### config.mk
export PLATFORM = sky130hd
export DESIGN_NAME = sacc_top
export DESIGN_NICKNAME = d
export VERILOG_FILES = /design/src/hw/sacc_pkg.sv /design/src/hw/sacc_top.sv /design/src/hw/sacc_trim_seq.sv
export VERILOG_INCLUDE_DIRS = /design/src /design/src/hw
export SDC_FILE = /design/constraint.sdc
export NUM_CORES = 1
export LEC_CHECK = 0
export ABC_AREA = 1
export BUFFER_PORTS_ARGS = -buffer_cell sky130_fd_sc_hd__buf_2
export CORE_UTILIZATION = 58
export CTS_CLUSTER_DIAMETER = 60
export DETAILED_ROUTE_END_ITERATION = 7
export GPL_TIMING_DRIVEN = 0
export HOLD_SLACK_MARGIN = 0.1
export PLACE_DENSITY_LB_ADDON = 0.05
export RECOVER_POWER = 100
export SYNTH_ARGS = -nofsm -noshare
export SYNTH_HDL_FRONTEND = slang
export SYNTH_SLANG_ARGS = --single-unit
### constraint.sdc
create_clock -name core_clk_i -period 2.4 [get_ports core_clk_i]
set_input_delay 0.48 -clock core_clk_i [delete_from_list [all_inputs] [get_ports core_clk_i]]
set_output_delay 0.48 -clock core_clk_i [all_outputs]
set_load 0.1 [all_outputs]
### src/hw/sacc_consts.svh
// Constants for the shunt amplifier calibration control block
`ifndef SACC_CONSTS_SVH
`define SACC_CONSTS_SVH

// ****************************************
// Sizes and codes
// ****************************************
`define SACC_NUM_AMPS      3
`define SACC_GAIN_W        2
`define SACC_GAIN_MAX      2'h3
`define SACC_TRIM_CNT_W    14

// ****************************************
// Timing
// ****************************************
`define SACC_CLK_PERIOD_NS 4
`define SACC_TRIM_TIME_NS  50000
// Longest time, so rounded down
`define SACC_TRIM_CYCLES   (`SACC_TRIM_TIME_NS / `SACC_CLK_PERIOD_NS)

`endif

### src/hw/sacc_pkg.sv
// Types for the shunt amplifier calibration control block
`include "sacc_consts.svh"

package sacc_pkg;

  typedef enum logic [1:0] {
    SACC_IDLE = 2'b01,
    SACC_RUN  = 2'b10
  } sacc_trim_state_t;

  typedef logic [`SACC_GAIN_W-1:0] sacc_gain_t;

endpackage

### src/hw/sacc_top.sv
// Shunt amplifier calibration and sense mode control
//
// Functional notes
// - Divider removal bit bypasses reference divider in the serial variant only, amplifiers run unidirectional.
// - Manual calibration shorts that amplifier's inputs and disconnects its load.
// - Without auto-calibration, each calibration bit affects only its own amplifier.
// - Calibration requests are taken anytime, regardless of bridge switching.
// - Pin-configured variant ignores calibration bits entirely.
// - Power-up trim starts once reference is detected above its minimum.
// - Power-up trim finishes within 50 us; outputs unreliable before.
// - With auto-calibration enabled, a calibration bit reruns the trim.
// - During any trim, every amplifier is forced to maximum gain.
// - Sense mode routes positive input to the phase switch node.
// - Sense mode forces negative pin as low-side monitor reference.
// - Sense mode enables amplifier when the gate drive period ends.
// - Sense mode shorts inputs when low-side transistor is commanded off.
// - Gain selectable among four levels, 5 to 40 V/V.
// - Outside sense mode, select bit picks positive or negative reference.
`timescale 1ns/1ps
`include "sacc_consts.svh"

module sacc_top
  import sacc_pkg::*;
#(
  parameter int NUM_AMPS    = `SACC_NUM_AMPS,
  parameter int TRIM_CYCLES = `SACC_TRIM_CYCLES
) (
  input  wire logic                    core_clk_i,
  input  wire logic                    rst_b_i,
  input  wire logic                    serial_variant_i,
  input  wire logic                    vref_ok_i,
  input  wire logic                    ref_divider_remove_i,
  input  wire logic                    auto_cal_enable_i,
  input  wire logic [NUM_AMPS-1:0]     amp_calibrate_request_i,
  input  wire logic                    drain_source_sense_select_i,
  input  wire logic                    lowside_monitor_ref_select_i,
  input  wire sacc_gain_t              amp_gain_i,
  input  wire logic [NUM_AMPS-1:0]     gate_drive_period_done_i,
  input  wire logic [NUM_AMPS-1:0]     lowside_off_cmd_i,
  output logic                         ref_divider_bypass_o,
  output logic [NUM_AMPS-1:0]          amp_input_short_o,
  output logic [NUM_AMPS-1:0]          amp_load_disconnect_o,
  output logic [2*NUM_AMPS-1:0]        amp_gain_sel_o,
  output logic [NUM_AMPS-1:0]          amp_enable_o,
  output logic [NUM_AMPS-1:0]          amp_pos_to_switch_node_o,
  output logic                         lowside_ref_negative_o,
  output logic                         trim_busy_o,
  output logic                         amp_ready_o
);

  logic                  vref_meta_r;
  logic                  vref_sync_r;
  logic                  strap_meta_r;
  logic                  strap_sync_r;
  logic                  serial_r;
  logic                  strap_taken_r;
  logic                  pwrup_started_r;
  logic [NUM_AMPS-1:0]   cal_req_prev_r;
  logic                  trim_start_w;
  logic                  trim_busy_w;
  logic                  trim_done_w;
  logic                  rerun_w;
  logic [NUM_AMPS-1:0]   manual_cal_w;
  logic [NUM_AMPS-1:0]   dss_short_r;

  // Trim length watch counter, one bit wider than the sequencer's count
  localparam int TRIM_LEN_W = `SACC_TRIM_CNT_W + 1;
  logic [TRIM_LEN_W-1:0] trim_len_r;

  // ****************************************
  // Input synchronisers and strap capture
  // ****************************************
  always_ff @(posedge core_clk_i or negedge rst_b_i) begin
    if (!rst_b_i) begin
      vref_meta_r  <= 1'b0;
      vref_sync_r  <= 1'b0;
      strap_meta_r <= 1'b0;
      strap_sync_r <= 1'b0;
    end else begin
      vref_meta_r  <= vref_ok_i;
      vref_sync_r  <= vref_meta_r;
      strap_meta_r <= serial_variant_i;
      strap_sync_r <= strap_meta_r;
    end
  end

  // Variant is fixed from the synchronised strap when the reference is first detected
  always_ff @(posedge core_clk_i or negedge rst_b_i) begin
    if (!rst_b_i) begin
      serial_r      <= 1'b0;
      strap_taken_r <= 1'b0;
    end else if (!strap_taken_r && vref_sync_r) begin
      serial_r      <= strap_sync_r;
      strap_taken_r <= 1'b1;
    end
  end

  // ****************************************
  // Trim start decision
  // ****************************************
  // Rerun on a rising request bit; no bridge state gates it
  assign rerun_w = serial_r && auto_cal_enable_i &&
                   (|(amp_calibrate_request_i & ~cal_req_prev_r));
  assign trim_start_w = (vref_sync_r && !pwrup_started_r) || rerun_w;

  always_ff @(posedge core_clk_i or negedge rst_b_i) begin
    if (!rst_b_i) begin
      pwrup_started_r <= 1'b0;
      cal_req_prev_r  <= '0;
    end else begin
      cal_req_prev_r <= amp_calibrate_request_i;
      if (vref_sync_r) begin
        pwrup_started_r <= 1'b1;
      end
    end
  end

  sacc_trim_seq #(
    .CNT_W       (`SACC_TRIM_CNT_W),
    .TRIM_CYCLES (TRIM_CYCLES)
  ) u_trim (
    .core_clk_i (core_clk_i),
    .rst_b_i    (rst_b_i),
    .start_i    (trim_start_w),
    .busy_o     (trim_busy_w),
    .done_o     (trim_done_w)
  );

  // ****************************************
  // Status and shared routing
  // ****************************************
  always_ff @(posedge core_clk_i or negedge rst_b_i) begin
    if (!rst_b_i) begin
      trim_busy_o <= 1'b0;
      amp_ready_o <= 1'b0;
    end else begin
      trim_busy_o <= trim_busy_w;
      if (trim_done_w && !amp_ready_o) begin
        amp_ready_o <= 1'b1;
      end
    end
  end

  always_ff @(posedge core_clk_i or negedge rst_b_i) begin
    if (!rst_b_i) begin
      ref_divider_bypass_o   <= 1'b0;
      lowside_ref_negative_o <= 1'b0;
    end else begin
      ref_divider_bypass_o   <= serial_r && ref_divider_remove_i;
      // Sense mode must not leave the low-side monitor without a reference
      lowside_ref_negative_o <= (serial_r && drain_source_sense_select_i) ||
                                lowside_monitor_ref_select_i;
    end
  end

  // ****************************************
  // Per-amplifier control
  // ****************************************
  // Manual shorting only without run-time auto-calibration, serial variant only
  assign manual_cal_w = (serial_r && !auto_cal_enable_i) ?
                        amp_calibrate_request_i : '0;

  for (genvar i = 0; i < NUM_AMPS; i++) begin : g_amp
    always_ff @(posedge core_clk_i or negedge rst_b_i) begin
      if (!rst_b_i) begin
        dss_short_r[i]              <= 1'b1;
        amp_enable_o[i]             <= 1'b0;
        amp_pos_to_switch_node_o[i] <= 1'b0;
      end else if (!(serial_r && drain_source_sense_select_i)) begin
        dss_short_r[i]              <= 1'b1;
        amp_enable_o[i]             <= 1'b1;
        amp_pos_to_switch_node_o[i] <= 1'b0;
      end else if (lowside_off_cmd_i[i]) begin
        // Off command wins a tie so the inputs never see a rising node
        dss_short_r[i]              <= 1'b1;
        amp_enable_o[i]             <= 1'b0;
        amp_pos_to_switch_node_o[i] <= 1'b0;
      end else if (gate_drive_period_done_i[i]) begin
        dss_short_r[i]              <= 1'b0;
        amp_enable_o[i]             <= 1'b1;
        amp_pos_to_switch_node_o[i] <= 1'b1;
      end
    end

    always_ff @(posedge core_clk_i or negedge rst_b_i) begin
      if (!rst_b_i) begin
        amp_input_short_o[i]     <= 1'b0;
        amp_load_disconnect_o[i] <= 1'b0;
        amp_gain_sel_o[2*i +: 2] <= `SACC_GAIN_MAX;
      end else begin
        amp_input_short_o[i]     <= manual_cal_w[i] || trim_busy_w ||
                                    (serial_r && drain_source_sense_select_i &&
                                     dss_short_r[i]);
        amp_load_disconnect_o[i] <= manual_cal_w[i] || trim_busy_w;
        amp_gain_sel_o[2*i +: 2] <= trim_busy_w ? `SACC_GAIN_MAX : amp_gain_i;
      end
    end
  end

  // ****************************************
  // Checks
  // ****************************************
  // A delay range cannot span the whole trim time, so busy cycles are counted
  always_ff @(posedge core_clk_i or negedge rst_b_i) begin
    if (!rst_b_i) begin
      trim_len_r <= '0;
    end else if (trim_busy_w) begin
      trim_len_r <= trim_len_r + TRIM_LEN_W'(1);
    end else begin
      trim_len_r <= '0;
    end
  end

  a_trim_gain_max: assert property (@(posedge core_clk_i) disable iff (!rst_b_i)
    trim_busy_w |=> (amp_gain_sel_o == {NUM_AMPS{`SACC_GAIN_MAX}}))
    else $error("Gain not forced to maximum during trim");

  a_gain_restore: assert property (@(posedge core_clk_i) disable iff (!rst_b_i)
    !trim_busy_w |=> (amp_gain_sel_o[1:0] == $past(amp_gain_i)))
    else $error("Programmed gain not applied outside trim");

  a_pwrup_start: assert property (@(posedge core_clk_i) disable iff (!rst_b_i)
    $rose(vref_sync_r) && !pwrup_started_r |=> trim_busy_w)
    else $error("Power-up trim did not start on reference");

  a_trim_length: assert property (@(posedge core_clk_i) disable iff (!rst_b_i)
    trim_busy_w |-> (trim_len_r < TRIM_LEN_W'(TRIM_CYCLES)))
    else $error("Trim exceeded its window");

  a_pin_no_cal: assert property (@(posedge core_clk_i) disable iff (!rst_b_i)
    !serial_r && !trim_busy_w && !drain_source_sense_select_i |=> !(|amp_load_disconnect_o))
    else $error("Calibration acted on pin variant");

  a_manual_short: assert property (@(posedge core_clk_i) disable iff (!rst_b_i)
    manual_cal_w[0] |=> amp_input_short_o[0] && amp_load_disconnect_o[0])
    else $error("Manual calibration did not short amplifier");

  a_own_amp: assert property (@(posedge core_clk_i) disable iff (!rst_b_i)
    !manual_cal_w[1] && !trim_busy_w |=> !amp_load_disconnect_o[1])
    else $error("Calibration leaked to another amplifier");

  a_ref_divider: assert property (@(posedge core_clk_i) disable iff (!rst_b_i)
    ##1 ref_divider_bypass_o == $past(serial_r && ref_divider_remove_i))
    else $error("Divider bypass mismatch");

  a_dss_ref: assert property (@(posedge core_clk_i) disable iff (!rst_b_i)
    serial_r && drain_source_sense_select_i |=> lowside_ref_negative_o)
    else $error("Sense mode did not force negative reference");

  a_dss_off_short: assert property (@(posedge core_clk_i) disable iff (!rst_b_i)
    serial_r && drain_source_sense_select_i && lowside_off_cmd_i[0] |=> ##1 amp_input_short_o[0])
    else $error("Off command did not short inputs");

  a_dss_enable: assert property (@(posedge core_clk_i) disable iff (!rst_b_i)
    serial_r && drain_source_sense_select_i && gate_drive_period_done_i[0] && !lowside_off_cmd_i[0]
    |=> amp_enable_o[0] && amp_pos_to_switch_node_o[0])
    else $error("Amplifier not enabled after gate drive period");

endmodule

### src/hw/sacc_trim_seq.sv
// Automatic offset trim sequencer: runs a fixed-length trim after a start pulse
`timescale 1ns/1ps
`include "sacc_consts.svh"

module sacc_trim_seq
  import sacc_pkg::*;
#(
  parameter int CNT_W       = `SACC_TRIM_CNT_W,
  parameter int TRIM_CYCLES = `SACC_TRIM_CYCLES
) (
  input  wire logic core_clk_i,
  input  wire logic rst_b_i,
  input  wire logic start_i,
  output logic      busy_o,
  output logic      done_o
);

  sacc_trim_state_t   state_r;
  logic [CNT_W-1:0]   cnt_r;
  logic               last_w;

  assign last_w = (cnt_r == CNT_W'(TRIM_CYCLES - 1));

  // ****************************************
  // Sequencer
  // ****************************************
  always_ff @(posedge core_clk_i or negedge rst_b_i) begin
    if (!rst_b_i) begin
      state_r <= SACC_IDLE;
      cnt_r   <= '0;
      done_o  <= 1'b0;
    end else begin
      done_o <= 1'b0;
      case (state_r)
        SACC_IDLE: begin
          cnt_r <= '0;
          if (start_i) begin
            state_r <= SACC_RUN;
          end
        end
        SACC_RUN: begin
          // Fixed length keeps the trim inside its allowed window
          if (last_w) begin
            state_r <= SACC_IDLE;
            done_o  <= 1'b1;
          end else begin
            cnt_r <= cnt_r + CNT_W'(1);
          end
        end
        default: begin
          state_r <= SACC_IDLE;
        end
      endcase
    end
  end

  assign busy_o = (state_r == SACC_RUN);

endmodule

## Yosys cells after proc, flatten, opt, wreduce, memory -nomap -nowiden

Cells that the tools add are included.

- Add/subtract/negate cells: 1
- Equal/unequal tests: 9
- Mux-type cells: 30
- Bitwise logic cells: 2
- Reduce and logical (&&, ||, !) cells: 27

Operators with widths:

| kind | count |
|---|---|
| $pmux W14 S2 | 1 |
| $mux W1 | 23 |
| $add A14 B1 Y14 const B | 1 |
| $eq A14 B14 Y1 const B | 1 |
| $mux W14 | 1 |
| $logic_and A1 B1 Y1 | 11 |
| $ne A3 B3 Y1 const B | 3 |
| $logic_or A1 B1 Y1 | 8 |
| $mux W2 | 3 |
| $logic_not A1 Y1 | 4 |
| $ne A2 B2 Y1 const B | 2 |
| $pmux W2 S2 | 1 |
| $reduce_and A2 Y1 | 2 |
| $and A3 B3 Y3 | 1 |
| $mux W3 | 1 |
| $not A3 Y3 | 1 |
| $reduce_or A3 Y1 | 1 |
| $eq A2 B1 Y1 const B | 1 |
| $eq A2 B2 Y1 const B | 1 |
| $ne A2 B1 Y1 const B | 1 |
| $reduce_bool A2 Y1 | 1 |

- Bits in registers: 48
- Input port bits: 19
- Output and inout port bits: 22

## Depth between registers and ports, before layout

- Depth in word-level cells: 7
- Gate-level depth with buffers: 9

## Modules after synthesis

Synthesis repeated with hierarchy kept, for this count alone.

- Cell total of the unflattened synthesis: 233
- Area total of the unflattened synthesis: 2114.5 µm²

Modules (own cells, without submodules):

| module | times used | cells an instance | area each (µm²) | sequential area each (µm²) |
|---|---|---|---|---|
| sacc_top | 1 | 92 | 1088.5 | 782.0 |
| sacc_trim_seq | 1 | 141 | 1026.0 | 426.7 |

## Worst setup path after synthesis

OpenSTA, ideal clock, no wires.

- Path type: register -> output
- Start point: reg, netlist name amp_gain_sel_o[4]
- End point: out amp_gain_sel_o[2]
- Arrival: 1.227 ns
- Path slack: 0.693 ns
- Cell stages (with the launch flop): 2
- Path buffers: 1
- Cell sequence: dfstp_2 -> buf_4

RTL lines:

| item | RTL line | RTL |
|---|---|---|
| end: declaration | sacc_top.sv:43 | `output logic [2*NUM_AMPS-1:0] amp_gain_sel_o,` |

## Worst setup path in the final report

- Start point: reg amp_input_short_o[0]
- End point: out amp_input_short_o[0]

RTL lines:

| item | RTL line | RTL |
|---|---|---|
| start: declaration | sacc_top.sv:41 | `output logic [NUM_AMPS-1:0] amp_input_short_o,` |
| start signal: indexed assignment | sacc_top.sv:191 | `amp_input_short_o[i] <= manual_cal_w[i] \|\| trim_busy_w \|\|` |

No word-level cell between the ends.

==> flow_summary.json <==
{
  "ctsResizeCount": 0,
  "yosys.cell_count.top_type": "nand2_1",
  "post-place-ws_ps": 893.6,
  "final.period_utilization": 0.8580,
  "numCtsBuffers": 5,
  "cts_setup_buffers": 0,
  "synth_top_cells_by_count": "nand2_1 (62), dfrtp_1 (42), nand3_1 (32)",
  "fraction_of_final_layout_cells_sized_beyond_drive_strength_1": 0.1643,
  "critical_path_required_ps": 1920,
  "postRouteAntennaNets": 0,
  "cell_breakdown_of_the_critical_path": "clkbuf_1",
  "ioPinCount": 41,
  "post_synth_fa_ha_maj_area_fraction": 0.005949,
  "synth_mux_area_frac": 0,
  "synth-seq-area-share": 0.5747,
  "run_status": "finished, final reports clean",
  "clock_latency_ps": 350,
  "final.setup_skew_ps": 10.16,
  "die_h_um": 62.22,
  "routedWlPerCell_um": 11.67,
  "worst-path-max-fanout": 1,
  "cts-htree-levels": 2,
  "crit_path_top_delay_cell": "clkbuf_1",
  "floorplan.core_area_sq_mm": 0.003416,
  "drt_pass1_iterations": 4,
  "finalNetCount": 305,
  "count_of_flip_flops_with_a_built_in_enable_after_synthesis": 0,
  "via_per_inst": 5.006,
  "synthesis.area_per_instance_sq_um": 8.837,
  "synth.net_count": 258,
  "cts_hold_repair.buffers": 0,
  "grt_pass1_vias": 1579,
  "yosys.area.top_type": "dfrtp_1",
  "io_buf_count": 40,
  "vdd_ir_drop_max_uv": 532.9,
  "cts_sinks": 48,
  "finalWorstSetupSlack_ps": 340.7,
  "cts_buffer_depth": 2,
  "filler_cell_count": 288,
  "max_cap_violations": 0,
  "arrival_ps": 1580,
  "end_kind": "output port",
  "synth.yosys.warnings": 0,
  "netlist_area_sq_mm": 0.002103,
  "maxSlewViolCount": 0,
  "detailedRoute.firstIterationViolations": 95,
  "cellPowerDensity_mw_per_mm2": 880.2,
  "cts_tree": "built",
  "max_freq_mhz": 485.6,
  "worstPathBufferInverterCount": 1,
  "antenna_violations_before_repair": 0,
  "crit_path_max_incr_delay_ps": 880,
  "criticalPathCategory": "reg -> out",
  "hold_violations": 0,
  "areaGrowthSynthToFinish_pct": 12.79,
  "fp.dieArea_sq_mm": 0.003871,
  "overflow": 0,
  "worst_setup_hold_path_clk_slew_ps": 120,
  "std_cell_rows": 21,
  "critPathTopFamily": "buffers and inverters",
  "timing.rr.start": "u_trim.cnt_r[0]",
  "worst_pin_slew_ps": 1200,
  "via_count": 1662,
  "synth-compound-area-share": 0.05711,
  "synth_top_family_by_area": "simple AND/OR/NAND/NOR gates",
  "grt_pass1_wl_um": 6920,
  "rsz_0062_raised_after_global_routing": "no",
  "final.hold.worst_slack_ps": 230.8,
  "ys_seq_elements": 48,
  "maxSlewHeadroom": 0.2036,
  "startpoint": "amp_input_short_o[0]",
  "async_flop_share": 1.000,
  "dp.final_hpwl_um": 2789,
  "fin_crit_ps": 2059,
  "start_util": 0.6158,
  "sum_of_routed_wire_length_over_all_layers_um": 3876,
  "ys.flop_type": "dfrtp_1",
  "netlist.area_leader.share": 0.4997,
  "drc_errors": 0,
  "total_power_mw": 2.088,
  "hold_path_class": "in -> reg",
  "tns_ps": 0,
  "setup_violators_final": 0,
  "track_usage": 0.2297,
  "postSynthCellCount": 238,
  "antennaDiodeCount": 0,
  "pin_count_of_the_biggest_net_entering_global_routing": 49,
  "gp_routability_congestion": 0.8135,
  "synthXorXnorAreaFrac": 0.008328,
  "post_synth_num_cell_types": 23,
  "root_buffer": "clkbuf_4",
  "cp-start-kind": "flop",
  "p_leak_nw": 1.242,
  "floorplan.die.width_um": 62.22,
  "synth.area.top_cells": "dfrtp_1 (50%), nand2_1 (11%), nand3_1 (7.6%)",
  "synth_simple_gate_area_share": 0.2784,
  "hold_path.startpoint": "vref_ok_i"
}
-- power by group --
| group | leakage (nW) | internal, mW | switching [mW] |
|---|---|---|---|
| combinational | 0.614 | 0.108 | 0.658 |
| sequential | 0.596 | 0.897 | 0.0397 |
| clock | 0.0315 | 0.144 | 0.241 |
| total | 1.24 | 1.15 | 0.939 |
-- sequential cells by signal, indices dropped and copies added (netlist names), 2 cells and up --
register / cells
amp_load_disconnect_o: 3
amp_input_short_o: 3
u_trim.state_r: 2
cal_req_prev_r: 3
u_trim.cnt_r: 14
dss_short_r: 3
amp_enable_o: 3
amp_pos_to_switch_node_o: 3
amp_gain_sel_o: 2
-- kinds of logic after synthesis --
kind of cell	count (synthesis)
buffers and inverters	34
flip-flops	48
AND/OR/NAND/NOR	134
adder cells (fa/ha/maj)	1
AO/OA/AOI/OAI	19
XOR/XNOR	2
-- path summary, 6_finish.rpt --
check                                        to  slack (ps)  cells after the start
min in group asynchronous       u_trim.cnt_r[6]         320                      1
max in group asynchronous  amp_input_short_o[1]        1410                      1
hold reg to reg                    strap_sync_r         360                      0
setup / recovery           amp_input_short_o[0]         340                      1
setup reg to reg                u_trim.cnt_r[0]         480                      8
hold / removal                      vref_meta_r         230                      1
-- layout make-up --
type	instances	area, sq um	area share
Timing Repair Buffer	40	176.4	0.07437
Clock inverter	1	7.507	0.003165
Sequential cell	48	1209	0.5095
Tap cell	46	57.56	0.02426
Multi-Input combinational cell	156	723.2	0.3049
Buffer	7	42.54	0.01793
Clock buffer	7	55.05	0.02321
Inverter	27	101.3	0.04272
-- layout by cell type (no fill, tap or decap), drive strengths merged, types with 6 or more instances in the layout --
| cell | n |
|---|---|
| nor2 | 27 |
| dfstp | 6 |
| or2 | 6 |
| nand3 | 32 |
| nand2 | 65 |
| inv | 27 |
| clkbuf | 35 |
| o21ai | 8 |
| dfrtp | 42 |
| buf | 19 |
-- routing by layer --
metal  vias up  track usage  routed length (um)
li1        843            -                   -
met2        39       0.3791                1863
met1       776       0.3010                1795
met5         -            0                   0
met4         0      0.06105                  31
met3         4      0.06250                 186
-- through the flow --
step | cells | cell area (sq um) | util
5_1_grt | 332 | 2372 | 0.6945
3_5_place_dp | 324 | 2361 | 0.6912
2_1_floorplan | 238 | 2103 | -
4_1_cts | 332 | 2424 | 0.7095
6_report | 332 | 2372 | 0.6945
3_3_place_gp | 324 | 2361 | 0.6912
(Power assumes the default switching activity.)
